==> src/hdl/adcsq_cfg.svh <==
// Purpose: Addresses, bit positions, reset values and timing counts of the converter control
// Assumes: 10-bit data-memory address space, 4-bit data words
// Notes:   Included by its bare name; definitions only
`ifndef ADCSQ_CFG_SVH
`define ADCSQ_CFG_SVH

`define ADCSQ_ADDR_W           10
`define ADCSQ_A_CHAN           10'h016
`define ADCSQ_A_RLOW           10'h017
`define ADCSQ_A_RHIGH          10'h018
`define ADCSQ_A_MODE2          10'h01A
`define ADCSQ_A_FLAG0          10'h020
`define ADCSQ_A_FLAG1          10'h021
`define ADCSQ_A_IRQ            10'h022

`define ADCSQ_B_START          2
`define ADCSQ_B_LOFF           2
`define ADCSQ_B_IFLAG          0
`define ADCSQ_B_IMASK          1
`define ADCSQ_B_TSEL           0

`define ADCSQ_CHAN_RST         4'h0
`define ADCSQ_LOFF_RST         1'b0
`define ADCSQ_TSEL_RST         1'b0
`define ADCSQ_IMASK_RST        1'b1
`define ADCSQ_IFLAG_RST        1'b0

// Conversion times in system clock periods
`define ADCSQ_CONV_SHORT_TCYC  34
`define ADCSQ_CONV_LONG_TCYC   67
`define ADCSQ_TCYC_PER_CLK     1
`define ADCSQ_CONV_SHORT_CLKS  (`ADCSQ_CONV_SHORT_TCYC * `ADCSQ_TCYC_PER_CLK)
`define ADCSQ_CONV_LONG_CLKS   (`ADCSQ_CONV_LONG_TCYC * `ADCSQ_TCYC_PER_CLK)

`endif

==> src/hdl/adcsq_pkg.sv <==
// Purpose: Types shared by the converter control
// Assumes: Nothing beyond the cfg header
// Notes:   Referenced with package scope only
package adcsq_pkg;
  typedef enum logic [0:0] {ST_IDLE, ST_CONV} adcsq_state_e;
  typedef logic [3:0]  adcsq_nib_t;
  typedef logic [6:0]  adcsq_cnt_t;
endpackage

==> src/hdl/adcsq_ctrl.sv <==
// Purpose: Control of an 8-bit converter: channel code, start flag, timing, result, irq flag
// Assumes: CPU data-memory port with nibble writes and single-bit set/clear; analog side
//          supplies the converted value on the clock, ready at the end of the conversion
// Notes:   Result nibbles are not reset and read undefined until the first conversion
// Operation
// - Four channels: codes 0-3 valid, rest unused
// - Eight channels: adds codes 4-7
// - Twelve channels: adds codes 8-11, 11xx unused
// - Writing one to start flag starts conversion
// - Completion loads result and clears start flag
// - Start flag reads one while converting
// - Writing zero to start flag does nothing
// - Reset and stop mode clear start flag
// - Start flag is bit 2 at 0x020
// - Ladder-off flag bit 2 at 0x021
// - Completion sets interrupt flag same cycle
// - Low-power modes cut ladder, no conversion
// - Interrupt flag cleared only by software or reset
// - Dedicated mask gates interrupt request
// - Time select: 34 or 67 clocks
// - Read-only result nibbles, held, not reset
`timescale 1ns/1ps
`include "adcsq_cfg.svh"

module adcsq_ctrl #(
  parameter int NUM_CHANNELS = 12
) (
  input  wire logic                        clk,
  input  wire logic                        reset_n,
  input  wire logic [`ADCSQ_ADDR_W-1:0]    cpu_addr,
  input  wire logic                        cpu_wr,
  input  wire logic [3:0]                  cpu_wdata,
  input  wire logic                        cpu_bset,
  input  wire logic                        cpu_bclr,
  input  wire logic [1:0]                  cpu_bit,
  input  wire logic                        cpu_rd,
  output logic      [3:0]                  cpu_rdata,
  input  wire logic                        stop_mode,
  input  wire logic                        watch_mode,
  input  wire logic                        subactive_mode,
  input  wire logic [7:0]                  conv_result,
  output logic      [3:0]                  mux_channel,
  output logic                             mux_channel_valid,
  output logic                             ladder_current_on,
  output logic                             conv_active,
  output logic                             irq_req
);

  localparam int NUM_CH_LIMIT = (NUM_CHANNELS > 12) ? 12 : NUM_CHANNELS;

  adcsq_pkg::adcsq_state_e state_q, state_d;
  adcsq_pkg::adcsq_cnt_t   cnt_q, cnt_d;
  adcsq_pkg::adcsq_nib_t   chan_q, chan_d;
  adcsq_pkg::adcsq_nib_t   rdata_q, rdata_d;
  adcsq_pkg::adcsq_nib_t   flag0_new, flag1_new, irq_new, mode2_new, chan_new;
  logic [7:0]              result_q, result_d;
  logic                    loff_q, loff_d;
  logic                    tsel_q, tsel_d;
  logic                    irqf_q, irqf_d;
  logic                    imask_q, imask_d;
  logic                    any_op, low_power, start_req, done;
  logic                    hit_flag0, hit_flag1, hit_irq, hit_mode2, hit_chan;

  // Nibble after a full write or a single-bit set/clear
  function automatic adcsq_pkg::adcsq_nib_t apply_op(
    input adcsq_pkg::adcsq_nib_t old,
    input logic                  wr,
    input logic                  bs,
    input logic                  bc,
    input adcsq_pkg::adcsq_nib_t wdata,
    input logic [1:0]            bit_idx
  );
    adcsq_pkg::adcsq_nib_t mask;
    mask = 4'h1 << bit_idx;
    if (wr)
      apply_op = wdata;
    else if (bs)
      apply_op = old | mask;
    else if (bc)
      apply_op = old & ~mask;
    else
      apply_op = old;
  endfunction

  assign any_op    = cpu_wr | cpu_bset | cpu_bclr;
  assign hit_flag0 = any_op && (cpu_addr == `ADCSQ_A_FLAG0);
  assign hit_flag1 = any_op && (cpu_addr == `ADCSQ_A_FLAG1);
  assign hit_irq   = any_op && (cpu_addr == `ADCSQ_A_IRQ);
  assign hit_mode2 = any_op && (cpu_addr == `ADCSQ_A_MODE2);
  assign hit_chan  = any_op && (cpu_addr == `ADCSQ_A_CHAN);
  assign low_power = stop_mode | watch_mode | subactive_mode;

  always_comb
  begin
    flag0_new = apply_op(conv_active ? 4'h4 : 4'h0, cpu_wr, cpu_bset, cpu_bclr,
                         cpu_wdata, cpu_bit);
    flag1_new = apply_op({1'b0, loff_q, 2'b00}, cpu_wr, cpu_bset, cpu_bclr, cpu_wdata, cpu_bit);
    irq_new   = apply_op({2'b00, imask_q, irqf_q}, cpu_wr, cpu_bset, cpu_bclr,
                         cpu_wdata, cpu_bit);
    mode2_new = apply_op({3'b000, tsel_q}, cpu_wr, cpu_bset, cpu_bclr, cpu_wdata, cpu_bit);
    chan_new  = apply_op(chan_q, cpu_wr, cpu_bset, cpu_bclr, cpu_wdata, cpu_bit);
  end

  // Only a one in the start bit acts; zero writes and clears are dropped
  assign start_req = hit_flag0 && flag0_new[`ADCSQ_B_START];

  // Conversion sequencer
  always_comb
  begin
    state_d = state_q;
    cnt_d   = cnt_q;
    done    = 1'b0;
    unique case (state_q)
      adcsq_pkg::ST_IDLE:
      begin
        if (start_req && !low_power)
        begin
          state_d = adcsq_pkg::ST_CONV;
          cnt_d   = tsel_q ? 7'(`ADCSQ_CONV_LONG_CLKS - 1)
                           : 7'(`ADCSQ_CONV_SHORT_CLKS - 1);
        end
      end
      adcsq_pkg::ST_CONV:
      begin
        // Watch and subactive freeze the count; the ladder is off there
        if (stop_mode)
          state_d = adcsq_pkg::ST_IDLE;
        else if (!low_power)
        begin
          if (cnt_q == 7'h00)
          begin
            state_d = adcsq_pkg::ST_IDLE;
            done    = 1'b1;
          end
          else
            cnt_d = cnt_q - 7'h01;
        end
      end
    endcase
  end

  always_ff @(posedge clk or negedge reset_n)
  begin
    if (!reset_n)
    begin
      state_q <= adcsq_pkg::ST_IDLE;
      cnt_q   <= 7'h00;
    end
    else
    begin
      state_q <= state_d;
      cnt_q   <= cnt_d;
    end
  end

  assign conv_active = (state_q == adcsq_pkg::ST_CONV);

  // Result holds across reset on purpose, so it has no reset branch
  always_comb
  begin
    result_d = done ? conv_result : result_q;
  end

  always_ff @(posedge clk)
  begin
    result_q <= result_d;
  end

  // Control and interrupt bits
  always_comb
  begin
    chan_d  = hit_chan  ? chan_new : chan_q;
    tsel_d  = hit_mode2 ? mode2_new[`ADCSQ_B_TSEL] : tsel_q;
    loff_d  = hit_flag1 ? flag1_new[`ADCSQ_B_LOFF] : loff_q;
    imask_d = hit_irq   ? irq_new[`ADCSQ_B_IMASK] : imask_q;
    // Completion beats a same-cycle software clear
    if (done)
      irqf_d = 1'b1;
    else if (hit_irq)
      irqf_d = irq_new[`ADCSQ_B_IFLAG];
    else
      irqf_d = irqf_q;
  end

  always_ff @(posedge clk or negedge reset_n)
  begin
    if (!reset_n)
    begin
      chan_q  <= `ADCSQ_CHAN_RST;
      tsel_q  <= `ADCSQ_TSEL_RST;
      loff_q  <= `ADCSQ_LOFF_RST;
      imask_q <= `ADCSQ_IMASK_RST;
      irqf_q  <= `ADCSQ_IFLAG_RST;
    end
    else
    begin
      chan_q  <= chan_d;
      tsel_q  <= tsel_d;
      loff_q  <= loff_d;
      imask_q <= imask_d;
      irqf_q  <= irqf_d;
    end
  end

  // Read port; channel and mode registers are write-only and read zero
  always_comb
  begin
    rdata_d = rdata_q;
    if (cpu_rd)
    begin
      unique case (cpu_addr)
        `ADCSQ_A_RLOW:  rdata_d = result_q[3:0];
        `ADCSQ_A_RHIGH: rdata_d = result_q[7:4];
        `ADCSQ_A_FLAG0: rdata_d = {1'b0, conv_active, 2'b00};
        `ADCSQ_A_FLAG1: rdata_d = {1'b0, loff_q, 2'b00};
        `ADCSQ_A_IRQ:   rdata_d = {2'b00, imask_q, irqf_q};
        default:        rdata_d = 4'h0;
      endcase
    end
  end

  always_ff @(posedge clk or negedge reset_n)
  begin
    if (!reset_n)
      rdata_q <= 4'h0;
    else
      rdata_q <= rdata_d;
  end

  assign cpu_rdata = rdata_q;
  assign mux_channel = chan_q;
  // Codes at or above the variant's count are unused
  assign mux_channel_valid = (int'(chan_q) < NUM_CH_LIMIT);
  assign ladder_current_on = !loff_q && !low_power;
  assign irq_req = irqf_q && !imask_q;

  property p_start;
    @(posedge clk) disable iff (!reset_n)
    (!conv_active && start_req && !low_power) |=> conv_active ##0
    (cnt_q == (tsel_q ? 7'd66 : 7'd33));
  endproperty
  a_start: assert property (p_start) else $error("start did not begin timed conversion");

  property p_zero_write;
    @(posedge clk) disable iff (!reset_n)
    (!conv_active && hit_flag0 && !flag0_new[2]) |=> !conv_active;
  endproperty
  a_zero_write: assert property (p_zero_write) else $error("zero write started a conversion");

  property p_finish;
    @(posedge clk) disable iff (!reset_n)
    (conv_active && cnt_q == 7'h00 && !low_power) |=>
    (!conv_active && irqf_q && result_q == $past(conv_result));
  endproperty
  a_finish: assert property (p_finish) else $error("completion effects missing");

  property p_irq_same_cycle;
    @(posedge clk) disable iff (!reset_n)
    $fell(conv_active) && !$past(stop_mode) |-> irqf_q;
  endproperty
  a_irq_same_cycle: assert property (p_irq_same_cycle) else $error("irq flag not set");

  property p_stop;
    @(posedge clk) disable iff (!reset_n)
    stop_mode |=> !conv_active;
  endproperty
  a_stop: assert property (p_stop) else $error("stop mode left start flag set");

  property p_ladder;
    @(posedge clk) disable iff (!reset_n)
    ladder_current_on |-> !loff_q && !stop_mode && !watch_mode && !subactive_mode;
  endproperty
  a_ladder: assert property (p_ladder) else $error("ladder current on when it must be off");

  property p_irqf_sticky;
    @(posedge clk) disable iff (!reset_n)
    (irqf_q && !hit_irq) |=> irqf_q;
  endproperty
  a_irqf_sticky: assert property (p_irqf_sticky) else $error("irq flag cleared itself");

  property p_irq_mask;
    @(posedge clk) disable iff (!reset_n)
    irq_req |-> irqf_q && !imask_q;
  endproperty
  a_irq_mask: assert property (p_irq_mask) else $error("masked irq forwarded");

  property p_readback;
    @(posedge clk) disable iff (!reset_n)
    (cpu_rd && cpu_addr == `ADCSQ_A_FLAG0) |=> cpu_rdata[2] == $past(conv_active);
  endproperty
  a_readback: assert property (p_readback) else $error("start flag readback wrong");

  property p_chan_valid;
    @(posedge clk) disable iff (!reset_n)
    mux_channel_valid |-> (chan_q < 4'hC) && (NUM_CHANNELS > 4 || chan_q[3:2] == 2'b00)
                          && (NUM_CHANNELS > 8 || !chan_q[3]);
  endproperty
  a_chan_valid: assert property (p_chan_valid) else $error("unused channel marked valid");

endmodule // adcsq_ctrl

==> config.mk <==
export PLATFORM = sky130hd
export DESIGN_NAME = adcsq_ctrl
export DESIGN_NICKNAME = d
export VERILOG_FILES = /design/src/hdl/adcsq_pkg.sv /design/src/hdl/adcsq_ctrl.sv
export VERILOG_INCLUDE_DIRS = /design/src /design/src/hdl
export SDC_FILE = /design/constraint.sdc
export NUM_CORES = 1
export LEC_CHECK = 0
export ABC_AREA = 1
export BUFFER_PORTS_ARGS = -buffer_cell sky130_fd_sc_hd__buf_2
export CAP_MARGIN = 20
export CORE_UTILIZATION = 47
export CTS_BUF_LIST = sky130_fd_sc_hd__clkbuf_8 sky130_fd_sc_hd__clkbuf_16
export DETAILED_ROUTE_END_ITERATION = 6
export PLACE_DENSITY_LB_ADDON = 0.1
export SLEW_MARGIN = 30
export SYNTH_ARGS = -nofsm -noshare
export SYNTH_HDL_FRONTEND = slang
export SYNTH_SLANG_ARGS = --single-unit
==> constraint.sdc <==
create_clock -name clk -period 1.77 [get_ports clk]
set_clock_uncertainty 0.15 [all_clocks]
set_input_delay 0.531 -clock clk [delete_from_list [all_inputs] [get_ports clk]]
set_output_delay 0.531 -clock clk [all_outputs]
set_load 0.02 [all_outputs]
==> metrics.md, run 1 <==
| Metric | Value |
|---|---|
| Critical path class | `in2out` |
| Post-synthesis cell area | `1670 um2` |
| HPWL Detailed | `2.86 mm` |
| Placed Area | `2080 um2` |
| Worst Tran Pin Value | `approximately 0.49 ns` |
| Residual DRC | `0` |
| Gr usage total | `0.198` |
| Max-Slew Margin vs Limit | `0.671` |
| Pwr per Cell Area | `600 nW/um2` |
| Slew Viols, Final | `0` |
| Minimum clock period | `1.78 ns` |
| TNS Setup | `-0.00636 ns` |
| Hold buffers post-CTS | `0` |
| Clock net sink count | `28` |
| Max_cap viols | `0` |
| First-pass GRT wire length | `5.46 mm` |
| CORE AREA | `3360 um2` |
| Final Core Density | `0.652` |
| Area delta synth->final | `31.2%` |
| Critical Path RT | `1.09 ns` |
| Static leakage | `1.18 nW` |
| Final nets | `332` |
| Layout cell share with drive strength beyond 1 | `0.310` |
| Final Hold Viols | `0` |
| Fillers | `339` |
| DR WL/cell | `10.2 um` |
| Max Fclk | `0.563 GHz` |
| Yosys cell types | `25` |
| TritonCTS clock tree | `built` |
| Dpl ws | `-0.179 ns` |
| CTS max path bufs | `2` |
| Crit-path max FO | `2` |
| Failing checks | `setup timing` |
| Worst setup SP type | `primary input` |
| Antenna violations before repair | `0` |
| Peak VDD IR | `407 uV` |
| Routed WL | `about 3.5 mm` |
| Syn nets | `265` |
| Yosys reg bits | `28` |
| Io pins | `between 40 and 50` |
| Total number of vias | `1595` |
| Initial Util | `0.497` |
| Crit path DAT | `roughly 1.1 ns` |
| Compound-Gate Fraction of Synth Area | `0.0494` |
| Post-route cell area | `2190 um2` |
| Routed vias/inst | `4.65` |
| Syn avg cell area | `7.23 um2` |
| H-tree levels | `1` |
| Largest family of logic cells by synthesized area | `simple AND/OR/NAND/NOR gates` |
| RD Place Congestion | `roughly 0.89` |
| Yosys warning total | `0` |
| Clock slew at reported path FFs | `roughly 0.09 ns` |
| Crit end category | `primary output` |
| Multiplexer area fraction after synthesis | `0` |
| Xor-xnor portion of the synthesized cell area | `0.0157` |
| Die Y | `61.6 um` |
| Worst reg2reg path depth | `4` |
| Row cnt | `21` |
| Antenna-violating nets left | `0` |
| Slack of the critical path | `-0.00636 ns` |
| Vias in the first global route | `1315` |
| Fraction of the mapped netlist area in adder cells | `0.00749` |
| Commonest non-fill, non-tap cell in the layout | `nand2_1` |
| Sequential fraction of the synthesis area | `0.444` |
| Unrepaired setup endpoints after global routing | `true` |
| GRT Residual Overflow | `0` |
| Root Buffer | `clkbuf_8` |
| Die Width | `61.6 um` |
| Largest net degree at the start of global routing | `21` |
| Later-pin clock latency in the skew report | `0.27 ns` |
| Most frequent cells in the layout | `72 x nand2_1, 41 x buf_2, 31 x inv_1` |
| Setup-violating endpoint count in the final report | `1` |
| Status | `finished, violations left` |
| Port Buffers | `44` |
| Crit share post-route | `1.00` |
| Seq. cell area | `743 um2` |
| Initial DRC count | `53` |
| Simple-gate area share of the yosys netlist | `0.402` |
| Syn Inst Count | `231` |
| Hold/Removal Path Class | `in2async` |
| Multi-input combinational cell area | `807 um2` |
| Drt first pass iters | `4` |
| Die area | `3800 um2` |
| Diode count | `0` |
| TritonCTS Buffers | `3` |
## final timing paths
kind	startpoint	to	slack, ns
max	watch_mode	ladder_current_on	-0.006
min	reset_n	async pin	0.06
min reg2reg	cpu_rdata[0]	cpu_rdata[0]	0.33
max in group asynchronous	reset_n	conv_active	1.05
max reg2reg	cnt_q[4]	result_q[2]	0.12
min in group clk	conv_result[7]	result_q[7]	0.28
## cells by family (layout without fill, tap and decap cells)
group,after synthesis,count (layout)
AO/OA/AOI/OAI,15,15
AND/OR/NAND/NOR,148,148
flip-flops,28,28
adder cells (fa/ha/maj),1,1
XOR/XNOR,3,3
buffers and inverters,36,102
## metal layers
layer  part of all wire  GRT usage  vias to the layer above
met4              0.010     0.0476                        0
li1                   -          -                      851
met5                  0          0                        -
met3              0.035     0.0252                        5
met2               0.49      0.355                       30
met1               0.47      0.253                      709
## cell type report
class	count	share of cell area
multi-input combinational	167	0.368
sequential	28	0.339
timing repair buffer	63	0.174
inverter	35	0.0599
tap	46	0.0263
clock buffer	3	0.0188
clock inverter	1	0.0137
## critical path, stage by stage
cell and delay [ns]:
buf_6 0.10, nor3_4 0.20, inv_2 0.06, nor2_2 0.09, buf_6 0.12
## timing repair
action                                  CTS  global route
endpoints found under the setup margin    1            10
gates resized for setup                   7             2
pin swaps                                 1             0
setup buffers                             1             0
## where the power goes
part	switching [W]	internal, W	leakage (nW)
clock	0.000191	0.000303	0.0357
sequential	0.00000346	0.000670	0.325
combinational	0.0000840	0.0000645	0.823
total	0.000278	0.00104	1.18
## cells in the mapped netlist (all sizes together)
cell,number,area share
clkbuf,1,0.0022
o211ai,2,0.0090
nand2,78,0.19
nor2,36,0.097
dfstp,1,0.016
or2,2,0.0075
inv,35,0.079
xor2,1,0.0052
ha,1,0.0075
nand3,25,0.075
o21ai,7,0.021
nor3,4,0.018
nand4,3,0.011
a21oi,5,0.015
edfxtp,8,0.14
a21boi,1,0.0045
xnor2,2,0.010
dfrtp,19,0.28
## per-stage QoR
step	hold slack, ns	total power [W]	instances
after detailed placement	0.310	0.000830	338
after floorplan	0.0854	0.000748	231
after CTS	0.0662	0.00133	343
final	0.0596	0.00132	343
after global placement	0.307	0.000828	338
after global routing	0.0857	0.00138	343
No activity file was read; power rests on OpenSTA's default activity.
==> run 2, diff against run 1 <==
==> constraint.sdc (replaced) <==
create_clock -name clk -period 1.77 [get_ports clk]
set_clock_uncertainty 0.15 [all_clocks]
set_input_delay 0.354 -clock clk [delete_from_list [all_inputs] [get_ports clk]]
set_output_delay 0.354 -clock clk [all_outputs]
set_load 0.02 [all_outputs]
==> run 2 against run 1 <==
Compared with the run above:
- the run now ends clean
- wire length is 2.8% higher
- global-route usage is 0.83 points higher
- setup slack better by 0.10 ns
- clock-buffer cell count stayed put
- cell area is 2.4% lower
==> metrics.md, run 2 (synthesis results as in run 1) <==
| Metric | Value |
|---|---|
| Status | `complete, no violations` |
| Routed WL | `about 3.6 mm` |
| Longest individual stage delay on the worst path | `about 0.22 ns` |
| DR WL/cell | `10.6 um` |
| Most Used Layer, Global Route | `met2` |
| First-pass GRT wire length | `5.64 mm` |
| Min-Delay Path Depth | `1` |
| Root Buffer | `clkbuf_8` |
| Static leakage | `1.16 nW` |
| Setup-violating endpoint count in the final report | `0` |
| Multi-input combinational cell area | `798 um2` |
| Later-pin clock latency in the skew report | `0.28 ns` |
| Reg2reg setup slack | `~0.11 ns` |
| Inst Count DP | `approximately 330` |
| GR Layer Usage met3 | `0.0588` |
| CP most frequent cell | `buf_2` |
| Int Pwr | `0.00103 W` |
| Postcts setup bufs | `0` |
| CORE AREA | `around 3400 um2` |
| Row cnt | `21` |
| Worst hold path endpoint | `result_q[7]` |
| Layout cell share with drive strength beyond 1 | `0.287` |
| GRT met2 Usage | `0.339` |
| Sw Pwr | `0.000290 W` |
| Initial Util | `0.497` |
| Crit share post-route | `0.946` |
| H-tree levels | `1` |
| Minimum clock period | `1.67 ns` |
| Clock share of power | `0.386` |
| Dpl ws | `-0.0612 ns` |
| CTS max path bufs | `2` |
| Drt first pass iters | `4` |
| Commonest non-fill, non-tap cell in the layout | `nand2_1` |
| Crit path DAT | `1.17 ns` |
| Total number of vias | `between 1500 and 2000` |
| Antenna violations before repair | `0` |
| Area delta synth->final | `28.1%` |
| Pwr per Cell Area | `616 nW/um2` |
| Antenna-violating nets left | `0` |
| Final Hold Viols | `0` |
| Hold_sp | `conv_result[7]` |
| Critical Path RT | `approximately 1.3 ns` |
| Slew Viols, Final | `0` |
| Die Y | `61.6 um` |
| Crit-path max FO | `2` |
| Vias in the first global route | `~1400` |
| Unrepaired setup endpoints after global routing | `false` |
| Initial DRC count | `77` |
| TNS Setup | `0 ns` |
| Worst reg2reg path depth | `4` |
| Worst Tran Pin Value | `approximately 0.49 ns` |
| Io pins | `45` |
| Routed vias/inst | `4.67` |
| Hold_ws | `0.0914 ns` |
| Diode count | `0` |
| GRT Residual Overflow | `0` |
| Residual DRC | `0` |
| Slowest cell on crit path | `nor3_2` |
| Flop pwr share | `0.511` |
| Die area | `3800 um2` |
| Most frequent cells in the layout | `72 x nand2_1, 44 x buf_2, 32 x inv_1` |
| Power share of the combinational group | `0.103` |
| Final Non-Filler Cells | `339` |
| Worst R2R Start | `cnt_q[4]` |
| HPWL Detailed | `between 2 and 3 mm` |
| Port Buffers | `44` |
| TritonCTS clock tree | `built` |
| RD Place Congestion | `0.889` |
| Fillers | `355` |
| Max Fclk | `0.597 GHz` |
| Worst setup SP type | `primary input` |
| CP cell instances | `buf_2 > nor3_2 > buf_4 > inv_1 > nor2_1 > buf_2` |
| Routing usage on met1 | `0.267` |
| Final nets | `between 300 and 400` |
| Max_cap viols | `0` |
| Crit end category | `primary output` |
| Clock slew at reported path FFs | `about 0.1 ns` |
| TritonCTS Buffers | `3` |
| Critical path class | `in2out` |
| Die Width | `61.6 um` |
| FF-to-FF End | `result_q[2]` |
| Slack of the critical path | `0.0954 ns` |
| Max-Slew Margin vs Limit | `0.676` |
| Clock net sink count | `28` |
| Hold/Removal Path Class | `in2reg` |
| Peak VDD IR | `452 uV` |
| Seq. cell area | `742 um2` |
| Gr usage total | `0.206` |
| Largest net degree at the start of global routing | `21` |
| Switching Share | `0.220` |
run 2: cell count changes in the layout (fill, tap and decap cells not counted), sizes merged:
cell / previous run / this run
dlygate4sd3: 0 / 1
buf: 63 / 58
clkinvlp: 0 / 1
inv: 35 / 34
run 2: worst max-delay path by stage:
stage / from / to / slack, ns / depth (start not counted)
after global placement: stop_mode / result_q[3] / -0.04 / 5
after floorplan: cnt_q[0] / result_q[0] / 0.03 / 5
after detailed placement: stop_mode / result_q[3] / -0.06 / 5
after CTS: cnt_q[4] / result_q[7] / 0.04 / 4
final: stop_mode / ladder_current_on / 0.1 / 6
after global routing: stop_mode / ladder_current_on / 0.01 / 6
run 2: metal layers:
| metal | share of wire | routed length [um] |
|---|---|---|
| met5 | 0 | 0 |
| met4 | 0.013 | 46 |
| met3 | 0.050 | 180 |
| met2 | 0.46 | 1670 |
| met1 | 0.47 | 1710 |
run 2: final cells by class:
cell class	instances	area share
clock inverter	1	0.0140
inverter	35	0.0632
timing repair buffer	59	0.157
tap	46	0.0269
multi-input combinational	167	0.373
sequential	28	0.347
clock buffer	3	0.0193
run 2: what timing repair did:
item | CTS | global route
endpoints found under the hold margin | 19 | 0
hold buffers | 1 | 0
setup endpoints to repair | 8 | 8
gates resized for setup | 1 | 1
run 2: metrics by stage:
step,area [um2],total power (W),utilization
final,2140,0.00132,0.636
after global routing,2140,0.00136,0.636
after CTS,2130,0.00132,0.635
after detailed placement,2050,0.000822,0.609
after global placement,2050,0.000820,0.609
after floorplan,1670,0.000748,-
run 2: power groups by stage:
stage,Combinational (W),Clock [W],Sequential [W]
after floorplan,0.0000585,0,0.000689
after global placement,0.000134,0,0.000687
after detailed placement,0.000135,0,0.000687
after CTS,0.000137,0.000510,0.000674
after global routing,0.000155,0.000534,0.000674
final,0.000136,0.000509,0.000674
run 2: worst max-delay path: cells and delay by family:
family | cells | cell delay (ns)
buffers and inverters | 4 | 0.49
AND/OR/NAND/NOR | 2 | 0.33
